File: src/fsc_map.svh
`ifndef FSC_MAP_SVH
`define FSC_MAP_SVH

// software register offsets (byte addresses)
`define FSC_OFS_CTRL 8'h00
`define FSC_OFS_ADDR 8'h04
`define FSC_OFS_WDATA 8'h08
`define FSC_OFS_CMD 8'h0C
`define FSC_OFS_STATE 8'h10
`define FSC_OFS_RDATA 8'h14
`define FSC_OFS_IRQ_STAT 8'h18
`define FSC_OFS_IRQ_CLR 8'h1C
`define FSC_OFS_IRQ_EN 8'h20

// control register fields and reset value
`define FSC_CTRL_PD_BIT 0
`define FSC_CTRL_VPP_BIT 1
`define FSC_CTRL_RESET 2'h1

// interrupt bit positions
`define FSC_IRQ_DONE 0
`define FSC_IRQ_VPP 1
`define FSC_IRQ_WERR 2
`define FSC_IRQ_EERR 3
`define FSC_IRQ_ABORT 4
`define FSC_IRQ_REFUSED 5
`define FSC_IRQ_W 6

// device status byte fields
`define FSC_SR_READY_BIT 7
`define FSC_SR_EERR_BIT 5
`define FSC_SR_WERR_BIT 4
`define FSC_SR_VPP_BIT 3
`define FSC_SR_RESET 8'h80

// device command bytes
`define FSC_CMD_READ_ARRAY 8'hFF
`define FSC_CMD_READ_STATUS 8'h70
`define FSC_CMD_CLEAR_STATUS 8'h50
`define FSC_CMD_WRITE_SETUP 8'h40
`define FSC_CMD_ERASE_SETUP 8'h20
`define FSC_CMD_CONFIRM 8'hD0
`define FSC_CMD_SUSPEND 8'hB0

// timing, in ns and in cycles of the 125 MHz clock (least times round up)
`define FSC_CLK_MHZ 125
`define FSC_T_SETUP_NS 20
`define FSC_T_STROBE_NS 120
`define FSC_T_HOLD_NS 20
`define FSC_T_BUSY_ASSERT_NS 200
`define FSC_T_WAKE_READ_NS 400
`define FSC_T_WAKE_WRITE_NS 1000
`define FSC_CYC(ns) (((ns) * `FSC_CLK_MHZ + 999) / 1000)
`define FSC_SETUP_CYC `FSC_CYC(`FSC_T_SETUP_NS)
`define FSC_STROBE_CYC `FSC_CYC(`FSC_T_STROBE_NS)
`define FSC_HOLD_CYC `FSC_CYC(`FSC_T_HOLD_NS)
`define FSC_BUSY_ASSERT_CYC `FSC_CYC(`FSC_T_BUSY_ASSERT_NS)
`define FSC_WAKE_READ_CYC `FSC_CYC(`FSC_T_WAKE_READ_NS)
`define FSC_WAKE_WRITE_CYC `FSC_CYC(`FSC_T_WAKE_WRITE_NS)

`endif

File: src/fsc_pkg.sv
package fsc_pkg;
  typedef enum logic [2:0] {
    FSC_OP_READ,
    FSC_OP_WRITE,
    FSC_OP_ERASE,
    FSC_OP_CLEAR,
    FSC_OP_SUSPEND,
    FSC_OP_RESUME,
    FSC_OP_STATUS
  } fsc_op_t;
  typedef enum {
    FSC_ST_PD,
    FSC_ST_IDLE,
    FSC_ST_CYC1,
    FSC_ST_CYC2,
    FSC_ST_SETTLE,
    FSC_ST_POLL,
    FSC_ST_STAT
  } fsc_state_t;
  typedef enum {
    FSC_CY_IDLE,
    FSC_CY_SETUP,
    FSC_CY_STROBE,
    FSC_CY_HOLD
  } fsc_cyc_t;
endpackage

File: src/fsc_host.sv
`timescale 1ns/1ps
`include "fsc_map.svh"
module fsc_host
  import fsc_pkg::*;
(
  // clock and reset
  input wire logic clk_sys,
  input wire logic rst,
  // software register port
  input wire logic [7:0] reg_addr,
  input wire logic [31:0] reg_wdata,
  input wire logic reg_wr,
  input wire logic reg_rd,
  output logic [31:0] reg_rdata,
  // interrupt
  output logic irq,
  // device pins
  output logic [19:0] flash_addr,
  output logic flash_ce_n,
  output logic flash_oe_n,
  output logic flash_we_n,
  input wire logic [7:0] flash_dq_in,
  output logic [7:0] flash_dq_out,
  output logic flash_dq_oe_n,
  output logic powerdown_reset_n,
  output logic vpp_enable,
  input wire logic ready_busy_out
);
  fsc_state_t state, next_state;
  fsc_op_t op, next_op;
  logic [1:0] ctrl, next_ctrl;
  logic [19:0] op_addr, next_op_addr;
  logic [7:0] op_wdata, next_op_wdata;
  logic [7:0] rd_byte, next_rd_byte;
  logic [7:0] dev_status, next_dev_status;
  logic array_mode, next_array_mode;
  logic vpp_lock, next_vpp_lock;
  logic [15:0] wait_cnt, next_wait_cnt;
  logic [15:0] wake_cnt, next_wake_cnt;
  logic [5:0] irq_stat, next_irq_stat, irq_en, next_irq_en, ev;
  logic cyc_start, cyc_wr, cyc_done;
  logic [19:0] cyc_addr;
  logic [7:0] cyc_wdata, cyc_rdata;
  logic reg_wr_cmd, read_ok, write_ok, pd_req;

  // ops that change array contents and so need the program voltage
  function automatic logic fsc_alters(input fsc_op_t o);
    fsc_alters = (o == FSC_OP_WRITE) || (o == FSC_OP_ERASE) || (o == FSC_OP_RESUME);
  endfunction

  // ops that end with a wait on ready/busy
  function automatic logic fsc_waits(input fsc_op_t o);
    fsc_waits = fsc_alters(o) || (o == FSC_OP_SUSPEND);
  endfunction

  ////////////////////////////////////////////////////////////////////////
  // bus cycle engine
  fsc_cycle u_cycle (
    .clk_sys(clk_sys),
    .rst(rst),
    .start(cyc_start),
    .wr(cyc_wr),
    .addr(cyc_addr),
    .wdata(cyc_wdata),
    .done(cyc_done),
    .rdata(cyc_rdata),
    .flash_addr(flash_addr),
    .flash_ce_n(flash_ce_n),
    .flash_oe_n(flash_oe_n),
    .flash_we_n(flash_we_n),
    .flash_dq_in(flash_dq_in),
    .flash_dq_out(flash_dq_out),
    .flash_dq_oe_n(flash_dq_oe_n)
  );

  assign pd_req = ctrl[`FSC_CTRL_PD_BIT];
  assign reg_wr_cmd = reg_wr && (reg_addr == `FSC_OFS_CMD);
  // reads and writes are refused until each wake delay has run out
  assign read_ok = (wake_cnt >= 16'(`FSC_WAKE_READ_CYC));
  assign write_ok = (wake_cnt >= 16'(`FSC_WAKE_WRITE_CYC));

  ////////////////////////////////////////////////////////////////////////
  // operation sequencer
  always_comb
  begin
    next_state = state;
    next_op = op;
    next_op_addr = op_addr;
    next_rd_byte = rd_byte;
    next_dev_status = dev_status;
    next_array_mode = array_mode;
    next_vpp_lock = vpp_lock;
    next_wait_cnt = wait_cnt;
    next_wake_cnt = wake_cnt;
    ev = 6'h00;
    cyc_start = 1'b0;
    cyc_wr = 1'b1;
    cyc_addr = op_addr;
    cyc_wdata = `FSC_CMD_READ_STATUS;
    if (state != FSC_ST_PD && wake_cnt != 16'hFFFF)
      next_wake_cnt = wake_cnt + 16'h1;
    case (state)
      FSC_ST_PD:
      begin
        // pins idle and reset low; the device ignores everything else
        next_wake_cnt = 16'h0000;
        next_dev_status = `FSC_SR_RESET;
        next_array_mode = 1'b1;
        if (!pd_req)
          next_state = FSC_ST_IDLE;
      end
      FSC_ST_IDLE:
      begin
        // a leftover settle count would keep the next bus cycle from starting
        next_wait_cnt = 16'h0000;
        if (pd_req)
          next_state = FSC_ST_PD;
        else if (reg_wr_cmd)
        begin
          next_op = fsc_op_t'(reg_wdata[2:0]);
          next_op_addr = op_addr;
          // alterations refused while a voltage error stands uncleared
          if (fsc_alters(fsc_op_t'(reg_wdata[2:0])) && vpp_lock)
            ev[`FSC_IRQ_REFUSED] = 1'b1;
          else if (reg_wdata[2:0] > 3'(FSC_OP_STATUS))
            ev[`FSC_IRQ_REFUSED] = 1'b1;
          else if (fsc_op_t'(reg_wdata[2:0]) == FSC_OP_READ ? !read_ok : !write_ok)
            ev[`FSC_IRQ_REFUSED] = 1'b1;
          else if (fsc_op_t'(reg_wdata[2:0]) == FSC_OP_READ && array_mode)
            next_state = FSC_ST_CYC2;
          else if (reg_wdata[2:0] inside {3'(FSC_OP_CLEAR), 3'(FSC_OP_SUSPEND),
                                          3'(FSC_OP_RESUME)})
            next_state = FSC_ST_CYC2;
          else
            next_state = FSC_ST_CYC1;
        end
      end
      FSC_ST_CYC1:
      begin
        // first write: a setup code, read-array or read-status
        cyc_start = 1'b1;
        case (op)
          FSC_OP_READ: cyc_wdata = `FSC_CMD_READ_ARRAY;
          FSC_OP_WRITE: cyc_wdata = `FSC_CMD_WRITE_SETUP;
          FSC_OP_ERASE: cyc_wdata = `FSC_CMD_ERASE_SETUP;
          default: cyc_wdata = `FSC_CMD_READ_STATUS;
        endcase
        if (cyc_done)
          next_state = FSC_ST_CYC2;
        cyc_start = (wait_cnt == 16'h0000);
        next_wait_cnt = cyc_done ? 16'h0000 : 16'h0001;
        if (cyc_done)
          next_array_mode = (op == FSC_OP_READ);
      end
      FSC_ST_CYC2:
      begin
        cyc_start = (wait_cnt == 16'h0000);
        next_wait_cnt = cyc_done ? 16'h0000 : 16'h0001;
        cyc_wr = !(op == FSC_OP_READ || op == FSC_OP_STATUS);
        case (op)
          FSC_OP_WRITE: cyc_wdata = op_wdata;
          // erase confirm always follows setup directly, never a stray code; resume sends confirm alone
          FSC_OP_ERASE: cyc_wdata = `FSC_CMD_CONFIRM;
          FSC_OP_RESUME: cyc_wdata = `FSC_CMD_CONFIRM;
          FSC_OP_CLEAR: cyc_wdata = `FSC_CMD_CLEAR_STATUS;
          FSC_OP_SUSPEND: cyc_wdata = `FSC_CMD_SUSPEND;
          default: cyc_wdata = `FSC_CMD_READ_STATUS;
        endcase
        if (cyc_done)
        begin
          // the device keeps this last command; our mode copy follows it
          if (cyc_wr)
            next_array_mode = 1'b0;
          if (op == FSC_OP_CLEAR)
            next_vpp_lock = 1'b0;
          if (!cyc_wr)
            next_rd_byte = cyc_rdata;
          if (op == FSC_OP_STATUS)
            next_dev_status = cyc_rdata;
          next_wait_cnt = 16'(`FSC_BUSY_ASSERT_CYC);
          if (fsc_waits(op))
            next_state = FSC_ST_SETTLE;
          else
          begin
            next_state = FSC_ST_IDLE;
            ev[`FSC_IRQ_DONE] = 1'b1;
          end
        end
      end
      FSC_ST_SETTLE:
      begin
        // ready/busy is only valid once the assert delay has passed
        if (pd_req)
        begin
          next_state = FSC_ST_PD;
          ev[`FSC_IRQ_ABORT] = 1'b1;
        end
        else if (wait_cnt <= 16'h0001)
          next_state = FSC_ST_POLL;
        else
          next_wait_cnt = wait_cnt - 16'h1;
      end
      FSC_ST_POLL:
      begin
        // the pin is always driven, so polling needs no select
        // suspend also ends here since the pin rises when suspended
        if (pd_req)
        begin
          next_state = FSC_ST_PD;
          ev[`FSC_IRQ_ABORT] = 1'b1;
        end
        else if (ready_busy_out)
        begin
          next_state = FSC_ST_STAT;
          next_wait_cnt = 16'h0000;
        end
      end
      FSC_ST_STAT:
      begin
        // the device answers reads with status while in status mode
        cyc_start = (wait_cnt == 16'h0000);
        cyc_wr = 1'b0;
        next_wait_cnt = cyc_done ? 16'h0000 : 16'h0001;
        if (cyc_done)
        begin
          next_dev_status = cyc_rdata;
          next_state = FSC_ST_IDLE;
          ev[`FSC_IRQ_DONE] = 1'b1;
          // missing program voltage and failures are reported
          ev[`FSC_IRQ_VPP] = cyc_rdata[`FSC_SR_VPP_BIT];
          ev[`FSC_IRQ_WERR] = cyc_rdata[`FSC_SR_WERR_BIT];
          ev[`FSC_IRQ_EERR] = cyc_rdata[`FSC_SR_EERR_BIT];
          if (cyc_rdata[`FSC_SR_VPP_BIT])
            next_vpp_lock = 1'b1;
        end
      end
      default: next_state = FSC_ST_IDLE;
    endcase
  end

  ////////////////////////////////////////////////////////////////////////
  // software registers and interrupt; an event beats a clear in the same cycle
  always_comb
  begin
    next_ctrl = ctrl;
    next_op_wdata = op_wdata;
    next_irq_en = irq_en;
    next_irq_stat = irq_stat | ev;
    if (reg_wr)
    begin
      case (reg_addr)
        `FSC_OFS_CTRL: next_ctrl = reg_wdata[1:0];
        `FSC_OFS_WDATA: next_op_wdata = reg_wdata[7:0];
        `FSC_OFS_IRQ_EN: next_irq_en = reg_wdata[5:0];
        `FSC_OFS_IRQ_CLR: next_irq_stat = (irq_stat & ~reg_wdata[5:0]) | ev;
        default: next_ctrl = ctrl;
      endcase
    end
  end

  // address latch is kept apart so the sequencer never writes it
  logic [19:0] sw_addr;
  always_ff @(posedge clk_sys)
  begin
    if (rst)
      sw_addr <= 20'h00000;
    else if (reg_wr && reg_addr == `FSC_OFS_ADDR && state == FSC_ST_IDLE)
      sw_addr <= reg_wdata[19:0];
  end

  // read data stand in the cycle after the read strobe
  always_ff @(posedge clk_sys)
  begin
    if (rst)
      reg_rdata <= 32'h00000000;
    else if (reg_rd)
    begin
      case (reg_addr)
        `FSC_OFS_CTRL: reg_rdata <= {30'h0, ctrl};
        `FSC_OFS_ADDR: reg_rdata <= {12'h000, sw_addr};
        `FSC_OFS_WDATA: reg_rdata <= {24'h000000, op_wdata};
        `FSC_OFS_STATE: reg_rdata <= {16'h0000, dev_status, 2'h0, write_ok, read_ok,
                                      vpp_lock, array_mode, state == FSC_ST_PD,
                                      state != FSC_ST_IDLE};
        `FSC_OFS_RDATA: reg_rdata <= {24'h000000, rd_byte};
        `FSC_OFS_IRQ_STAT: reg_rdata <= {26'h0, irq_stat};
        `FSC_OFS_IRQ_EN: reg_rdata <= {26'h0, irq_en};
        default: reg_rdata <= 32'h00000000;
      endcase
    end
    else
      reg_rdata <= 32'h00000000;
  end

  ////////////////////////////////////////////////////////////////////////
  // state registers
  always_ff @(posedge clk_sys)
  begin
    if (rst)
    begin
      state <= FSC_ST_PD;
      op <= FSC_OP_READ;
      ctrl <= `FSC_CTRL_RESET;
      op_addr <= 20'h00000;
      op_wdata <= 8'h00;
      rd_byte <= 8'h00;
      dev_status <= `FSC_SR_RESET;
      array_mode <= 1'b1;
      vpp_lock <= 1'b0;
      wait_cnt <= 16'h0000;
      wake_cnt <= 16'h0000;
      irq_stat <= 6'h00;
      irq_en <= 6'h00;
      powerdown_reset_n <= 1'b0;
      vpp_enable <= 1'b0;
      irq <= 1'b0;
    end
    else
    begin
      state <= next_state;
      op <= next_op;
      ctrl <= next_ctrl;
      op_addr <= (state == FSC_ST_IDLE) ? sw_addr : next_op_addr;
      op_wdata <= next_op_wdata;
      rd_byte <= next_rd_byte;
      dev_status <= next_dev_status;
      array_mode <= next_array_mode;
      vpp_lock <= next_vpp_lock;
      wait_cnt <= next_wait_cnt;
      wake_cnt <= next_wake_cnt;
      irq_stat <= next_irq_stat;
      irq_en <= next_irq_en;
      // pulling the pin low mid-operation aborts it
      powerdown_reset_n <= (next_state != FSC_ST_PD);
      vpp_enable <= next_ctrl[`FSC_CTRL_VPP_BIT];
      irq <= |(next_irq_stat & next_irq_en);
    end
  end
endmodule // fsc_host

File: src/fsc_cycle.sv
`timescale 1ns/1ps
`include "fsc_map.svh"
module fsc_cycle
  import fsc_pkg::*;
(
  // clock and reset
  input wire logic clk_sys,
  input wire logic rst,
  // request from the sequencer
  input wire logic start,
  input wire logic wr,
  input wire logic [19:0] addr,
  input wire logic [7:0] wdata,
  output logic done,
  output logic [7:0] rdata,
  // device bus pins
  output logic [19:0] flash_addr,
  output logic flash_ce_n,
  output logic flash_oe_n,
  output logic flash_we_n,
  input wire logic [7:0] flash_dq_in,
  output logic [7:0] flash_dq_out,
  output logic flash_dq_oe_n
);
  fsc_cyc_t phase, next_phase;
  logic [3:0] cnt, next_cnt;
  logic is_wr, next_is_wr;
  logic [19:0] next_addr;
  logic [7:0] next_dq_out, next_rdata;

  ////////////////////////////////////////////////////////////////////////
  // one bus cycle: setup, strobe, hold; chip select spans the whole cycle
  always_comb
  begin
    next_phase = phase;
    next_cnt = cnt;
    next_is_wr = is_wr;
    next_addr = flash_addr;
    next_dq_out = flash_dq_out;
    next_rdata = rdata;
    done = 1'b0;
    case (phase)
      FSC_CY_IDLE:
      begin
        if (start)
        begin
          next_phase = FSC_CY_SETUP;
          next_cnt = 4'(`FSC_SETUP_CYC - 1);
          next_is_wr = wr;
          next_addr = addr;
          next_dq_out = wdata;
        end
      end
      FSC_CY_SETUP:
      begin
        if (cnt == 4'h0)
        begin
          next_phase = FSC_CY_STROBE;
          next_cnt = 4'(`FSC_STROBE_CYC - 1);
        end
        else
          next_cnt = cnt - 4'h1;
      end
      FSC_CY_STROBE:
      begin
        if (cnt == 4'h0)
        begin
          next_phase = FSC_CY_HOLD;
          next_cnt = 4'(`FSC_HOLD_CYC - 1);
          if (!is_wr)
            next_rdata = flash_dq_in; // sampled at the end of the access time
        end
        else
          next_cnt = cnt - 4'h1;
      end
      FSC_CY_HOLD:
      begin
        if (cnt == 4'h0)
        begin
          next_phase = FSC_CY_IDLE;
          done = 1'b1;
        end
        else
          next_cnt = cnt - 4'h1;
      end
      default: next_phase = FSC_CY_IDLE;
    endcase
  end

  // pins come from flops so no glitch reaches the device strobes
  always_ff @(posedge clk_sys)
  begin
    if (rst)
    begin
      phase <= FSC_CY_IDLE;
      cnt <= 4'h0;
      is_wr <= 1'b0;
      flash_addr <= 20'h00000;
      flash_dq_out <= 8'h00;
      rdata <= 8'h00;
      flash_ce_n <= 1'b1;
      flash_oe_n <= 1'b1;
      flash_we_n <= 1'b1;
      flash_dq_oe_n <= 1'b1;
    end
    else
    begin
      phase <= next_phase;
      cnt <= next_cnt;
      is_wr <= next_is_wr;
      flash_addr <= next_addr;
      flash_dq_out <= next_dq_out;
      rdata <= next_rdata;
      flash_ce_n <= (next_phase == FSC_CY_IDLE);
      // write enable only ever falls inside the chip-select window
      flash_we_n <= !(next_phase == FSC_CY_STROBE && next_is_wr);
      flash_oe_n <= !(next_phase == FSC_CY_STROBE && !next_is_wr);
      flash_dq_oe_n <= !(next_phase != FSC_CY_IDLE && next_is_wr);
    end
  end
endmodule // fsc_cycle

File: config.mk
export PLATFORM = sky130hd
export DESIGN_NAME = fsc_host
export DESIGN_NICKNAME = d
export VERILOG_FILES = /design/src/fsc_pkg.sv /design/src/fsc_host.sv /design/src/fsc_cycle.sv
export VERILOG_INCLUDE_DIRS = /design/src
export SDC_FILE = /design/constraint.sdc
export NUM_CORES = 1
export LEC_CHECK = 0
export ABC_AREA = 1
export ABC_CLOCK_PERIOD_IN_PS = 2410
export BUFFER_PORTS_ARGS = -buffer_cell sky130_fd_sc_hd__buf_2
export CAP_MARGIN = 0
export CORE_MARGIN = 4
export CORE_UTILIZATION = 41
export CTS_CLUSTER_DIAMETER = 40
export DETAILED_ROUTE_END_ITERATION = 8
export GPL_TIMING_DRIVEN = 0
export PLACE_DENSITY_LB_ADDON = 0.3
export SKIP_CTS_REPAIR_TIMING = 1
export SLEW_MARGIN = 15
export SYNTH_ARGS = -nofsm -noshare
export SYNTH_HDL_FRONTEND = slang
export SYNTH_SLANG_ARGS = --single-unit
export TNS_END_PERCENT = 10
File: constraint.sdc
create_clock -name clk_sys -period 2.41 [get_ports clk_sys]
set_input_delay 0.482 -clock clk_sys [delete_from_list [all_inputs] [get_ports clk_sys]]
set_output_delay 0.482 -clock clk_sys [all_outputs]
set_load 0.03 [all_outputs]
==> results.cfg, run 1 <==
[sta]
maxSlewViolCount = 0
fin_ws_ps = 143
maxSlewHeadroom = 0.298
finClkSkew_ps = 21.8
fin_crit_sh = 0.941
worst_slew_pin_slew_ps = 1040
min_period_ps = 2270
tns_ps = 0
max_clock_freq_ghz = 0.441
setup_violations = 0
rsz0062_at_grt = yes
finalHoldViolations = 0

[yosys]
synth_seq_area_share = 0.464
synth_common_cells = 246 x dfxtp_1, 229 x nor2_1, 192 x nand2_1
yosys.area.top_type_share = 0.464
synth_area_leader_cell = dfxtp_1
async_reset_ff_frac = 0
avgSynthCellArea_sq_um = 7.60
synth_area_sq_um = 10600
ys_warn_count = 0
yosysUniqueCellTypes = 54
synth_edf_count = 0
synth_ff_type = dfxtp_1
synth_compound_area_frac = 0.163
synthSimpleGateAreaFrac = 0.254
netlist_instances = 1396
synth_area_leaders = dfxtp_1 46%, nor2_1 8.1%, nand2_1 6.8%
yosys_register_bits = 246
yosys.area_share.adder = 0.00943
post-synth-top-count-cell = dfxtp_1
synth_xor_area_frac = 0.0182
synthMuxAreaShare = 0
synth_top_family_by_area = simple AND/OR/NAND/NOR gates

[setup_path]
r2r-start = state[5]
rrSetupSlack_ps = 140
worst-r2r-cell-count = 11
worst_setup_path_end_kind = flip-flop
crit_arrival_ps = 2670
required_ps = 2810
start_kind = flip-flop
path_class = reg2reg
crit_fanout = 10
reg2reg_to = rd_byte[6]

[floorplan]
coreArea_sq_um = 25300
dieHeight_um = 169
start_util = 0.419
die_x_um = 169
die-area_sq_um = 28500
io_pins = 120
fp-row-count = 58

[power]
p_int_w = 0.00738
swShare = 0.232
power_w = 0.00961
vdd_drop_max_mv = 0.650
p_clk_frac = 0.540
power.share.combinational = 0.028
switchingPower_w = 0.00223
p_leak_nw = 5.61
pwr-share-seq = 0.432
power-per-cell-area_nw_per_um2 = 740

[placed_design]
globalplace.congestion = 0.939
dp_cells = 1890
dp_slack_ps = -192
dp_hpwl_um = 21200
portBuffers = 94

[clocking]
cts_buffers = 36
cts_max_level = 2
clk_latency_ps = 530
cts.clk_slew.worst_paths_ps = 60
clockBufferDepth = 3
cts_tree = yes
cts_num_sinks = 246
clockRootBuffer = clkbuf_16

[cells_and_area]
final_util = 0.513
syn_to_final_growth_pct = 22.4
ff_latch_area_sq_um = 4930
multiInputGateArea_sq_um = 5010
nets = 1659
n_fill_cell = 2444
drive_gt1_frac = 0.160
fin_cells = 1954
antennaDiodeCount = 0

[hold_path]
hold_depth = 3
holdPathEnd = sw_addr[13]
min_path_type = in2reg
min_from = reg_wdata[13]

[route]
wl_um = 28400
routed_via_density = 4.96
wl_per_cell_um = 14.5
drc = 0
drt_pass1_iterations = 5
num_vias = 9697
ant_nets = 0
drtIter0Drc = 774

[status]
status = completed

[global_routing]
grt_pass1_vias = 9151
grt_pass1_wl_um = 46000
overflow = 0
grt_max_degree = 14
antenna_found_initial = 0
grt_usage = 0.196

[job]
timing.max_cap.violations = 0
## worst max-delay path by stage
| stage | cells after the start | endpoint | start | slack, ps |
|---|---|---|---|---|
| final | 11 | rd_byte[6] | state[5] | 140 |
| after global routing | 11 | sw_addr[5] | state[5] | -30 |
| after CTS | 12 | irq | u_cycle.cnt[0] | 70 |
| after detailed placement | 9 | sw_addr[10] | reg_addr[7] | -190 |
| after floorplan | 13 | wait_cnt[14] | wait_cnt[0] | 520 |
| after global placement | 9 | sw_addr[15] | reg_addr[7] | -180 |
## final cells by class
type                       instances  area share
inverter                         166      0.0485
clock buffer                      40      0.0713
buffer                            59      0.0258
timing repair buffer              94      0.0362
tap                              330      0.0318
sequential                       246       0.379
multi-input combinational        995       0.385
clock inverter                    24      0.0217
## per-layer routing
layer  track usage  wire (um)  vias up
li1              -          -     4923
met1         0.271      12900     4415
met2         0.306      12600      304
met3        0.0430       2160       55
met4        0.0628        720        0
met5             0          0        -
## power by group through the flow
stage	registers, W	logic (W)	clock network (W)
3_3_place_gp	0.00423	0.000263	0
5_1_grt	0.00415	0.000302	0.00547
6_report	0.00415	0.000270	0.00519
3_5_place_dp	0.00424	0.000265	0
4_1_cts	0.00415	0.000266	0.00529
2_1_floorplan	0.00423	0.000166	0
## critical path: stages, from the launching register on
cell and delay, ps:
dfxtp_1 320, nor2_2 140, nand3_4 130, nor2_4 270, inv_4 70, nor2_4 110
nand2_2 160, nor2_1 300, nand2_1 210, buf_2 240, o21ai_1 140, a21oi_1 50
## registers in the layout (all words and copies together) (netlist names), 16 cells and up
name	count
cyc_addr	20
state	32
wake_cnt	16
reg_rdata	20
sw_addr	20
wait_cnt	16
u_cycle.flash_addr	20
u_cycle.phase	32
## layout by cell type, fill, tap and decap left out, types with 3 or more instances in the layout
cell	netlist	layout
ha_1	8	8
xnor2_1	14	14
clkbuf_16	0	36
xor2_1	8	8
nand2_4	5	5
buf_2	11	106
o21ai_2	11	11
o21ai_0	104	104
o21ai_1	8	8
nor2_2	13	13
inv_2	8	8
a211oi_1	32	32
bufinv_16	0	3
a21oi_1	98	98
clkinvlp_4	0	4
clkinv_4	0	4
buf_6	4	4
inv_1	155	155
nand2_2	8	8
nor3_1	24	24
o221ai_1	4	4
inv_6	0	7
nand2_1	192	192
nand3_1	76	75
o22ai_1	7	7
conb_1	1	71
o211ai_1	8	8
clkinv_2	0	4
nand4_1	17	17
nor2_4	11	11
nor4_1	5	5
dfxtp_1	246	245
nor2_1	229	229
o21a_1	5	5
a31oi_1	11	11
clkbuf_1	28	29
buf_4	15	15
## stage by stage
stage          hold WS, ps  area (sq um)
2_1_floorplan          425         10900
3_3_place_gp           458         11800
3_5_place_dp           457         11800
4_1_cts                225         13000
5_1_grt                248         13000
6_report               238         13000
## cells by family (layout without fill, tap and decap cells)
| family | Yosys count | count (layout) |
|---|---|---|
| fa+ha+maj | 8 | 8 |
| compound gates | 298 | 298 |
| xor+xnor | 22 | 22 |
| other cells | 1 | 71 |
| simple gates | 596 | 596 |
| buf+inv | 225 | 383 |
| flops | 246 | 246 |
Power figures use the tool's default switching activity.
==> run 2: changes to the inputs <==
==> constraint.sdc (replaced) <==
create_clock -name clk_sys -period 2.41 [get_ports clk_sys]
set_input_delay 0.1205 -clock clk_sys [delete_from_list [all_inputs] [get_ports clk_sys]]
set_output_delay 0.1205 -clock clk_sys [all_outputs]
set_load 0.03 [all_outputs]
==> run 2 against run 1 <==
Compared with the run above:
- the run now ends with negative hold slack left
- global-route usage unchanged
- critical path depth unchanged
- sequential share of layout area decreased by 0.77 points
- first-iteration DRC count increased by 9.2%
==> results.cfg, run 2 (synthesized netlist as in run 1, its figures left out) <==
[power]
p_int_w = 0.00741
power.share.combinational = 0.032
switchingPower_w = 0.00224
swShare = 0.232
p_leak_nw = 5.72
power-per-cell-area_nw_per_um2 = 728
pwr-share-seq = 0.430
p_clk_frac = 0.538
vdd_drop_max_mv = 0.650

[sta]
finalHoldViolations = 1
fin_crit_sh = 0.932
maxSlewHeadroom = 0.322
min_period_ps = 2250
max_clock_freq_ghz = 0.445
maxSlewViolCount = 0
hold_ws_ps = -13.1
worst_slew_pin_slew_ps = 1010
setup_violations = 0
finClkSkew_ps = 23.5
rsz0062_at_grt = yes

[route]
drtIter0Drc = 845
drt_pass1_iterations = 5
wl_met2_um = 12800
wl_um = 28700
top_layer = met4
drc = 0
ant_nets = 0
routed_via_density = 5.00
num_vias = 9902
routedLengthMet1_um = 13100
wl_per_cell_um = 14.5
met3_length_um = 2100

[clocking]
clk_latency_ps = 530
cts_max_level = 2
cts.clk_slew.worst_paths_ps = 50
clockRootBuffer = clkbuf_16
cts_buffers = 36
clockBufferDepth = 3
cts_num_sinks = 246
cts_tree = yes

[global_routing]
grt_pass1_wl_um = 46000
grt_usage = 0.196
antenna_found_initial = 0
grt_max_degree = 14
overflow = 0
grt_pass1_vias = 9151

[setup_path]
crit_path_top_delay_cell = dfxtp_1
worstPathCellList = nor2_2 > nand3_4 > nor2_4 > inv_4 > nor2_4 > nand2_2 > nor2_1 > nand2_1 > buf_2 > o21ai_1 > a21oi_1
required_ps = 2820
worst_setup_path_end_kind = flip-flop
crit_fanout = 10
path_class = reg2reg
crit_arrival_ps = 2650
max_stage_delay_ps = 320
start_kind = flip-flop
cpMostUsedCell = nor2_4

[cells_and_area]
top_regs = state (32), u_cycle.phase (32)
final_cell_mix = 245 x dfxtp_1, 229 x nor2_1, 192 x nand2_1
final_area_sq_um = 13300
syn_to_final_growth_pct = 24.9
final_util = 0.523
antennaDiodeCount = 0
nets = 1686
drive_gt1_frac = 0.157
final_common_cell = dfxtp_1

[status]
violations = negative hold slack
status = finished with violations

[floorplan]
dieHeight_um = 169
die-area_sq_um = 28500
io_pins = 120
die_x_um = 169
start_util = 0.419
coreArea_sq_um = 25300
fp-row-count = 58

[placed_design]
globalplace.congestion = 0.939
portBuffers = 94
dpl_cell_area_sq_um = 11800
dp_hpwl_um = 21200

[hold_path]
min_path_type = in2reg

[job]
timing.max_cap.violations = 0
run 2: cell count changes in the layout (fill, tap and decap cells not counted):
cell / before / now
dlygate4sd3_1: 0 / 27
run 2: power groups by stage:
stage	Clock, W	Combinational [W]	Sequential [W]
after global placement	0	0.000263	0.00423
after floorplan	0	0.000166	0.00423
after global routing	0.00547	0.000339	0.00415
final	0.00519	0.000305	0.00415
after detailed placement	0	0.000265	0.00424
after CTS	0.00529	0.000266	0.00415
run 2: path summary, 6_finish.rpt:
path                                    from    endpoint  slack, ps  depth (start not counted)
worst max-delay path                state[5]  rd_byte[6]        160                         11
worst min-delay path            reg_wdata[0]  sw_addr[0]        -10                          3
worst max register to register      state[5]  rd_byte[6]        160                         11
worst min register to register    rd_byte[1]  rd_byte[1]        470                          2
run 2: stage by stage:
| stage | setup TNS, ps | total power (W) | instances | hold slack, ps | setup slack, ps |
|---|---|---|---|---|---|
| final | 0 | 0.00965 | 1981 | -13.1 | 163 |
| after global routing | -146 | 0.00996 | 1981 | 8.62 | -34.6 |
| after CTS | 0 | 0.00970 | 1954 | -137 | 70.2 |
| after detailed placement | 0 | 0.00450 | 1890 | 415 | 119 |
| after global placement | 0 | 0.00450 | 1890 | 407 | 99.4 |
| after floorplan | 0 | 0.00440 | 1466 | 251 | 522 |
run 2: per-layer routing:
metal  vias to the layer above  global-route usage
met3                        63              0.0430
li1                       4974                   -
met5                         -                   0
met1                      4529               0.271
met2                       336               0.306
met4                         0              0.0628
run 2: cell type report:
cell class / instances / area (sq um)
Sequential cell: 246 / 4930
Fill cell: 2418 / 12100
Inverter: 166 / 629
Tap cell: 330 / 413
Buffer: 59 / 335
Multi-Input combinational cell: 995 / 5010
Clock inverter: 24 / 282
Clock buffer: 40 / 926
Timing Repair Buffer: 121 / 741
run 2: worst max-delay path, delay by kind of cell, from the launching register on:
family          cells  cell delay (ps)
buf+inv             2              310
flops               1              320
simple gates        7             1300
compound gates      2              190
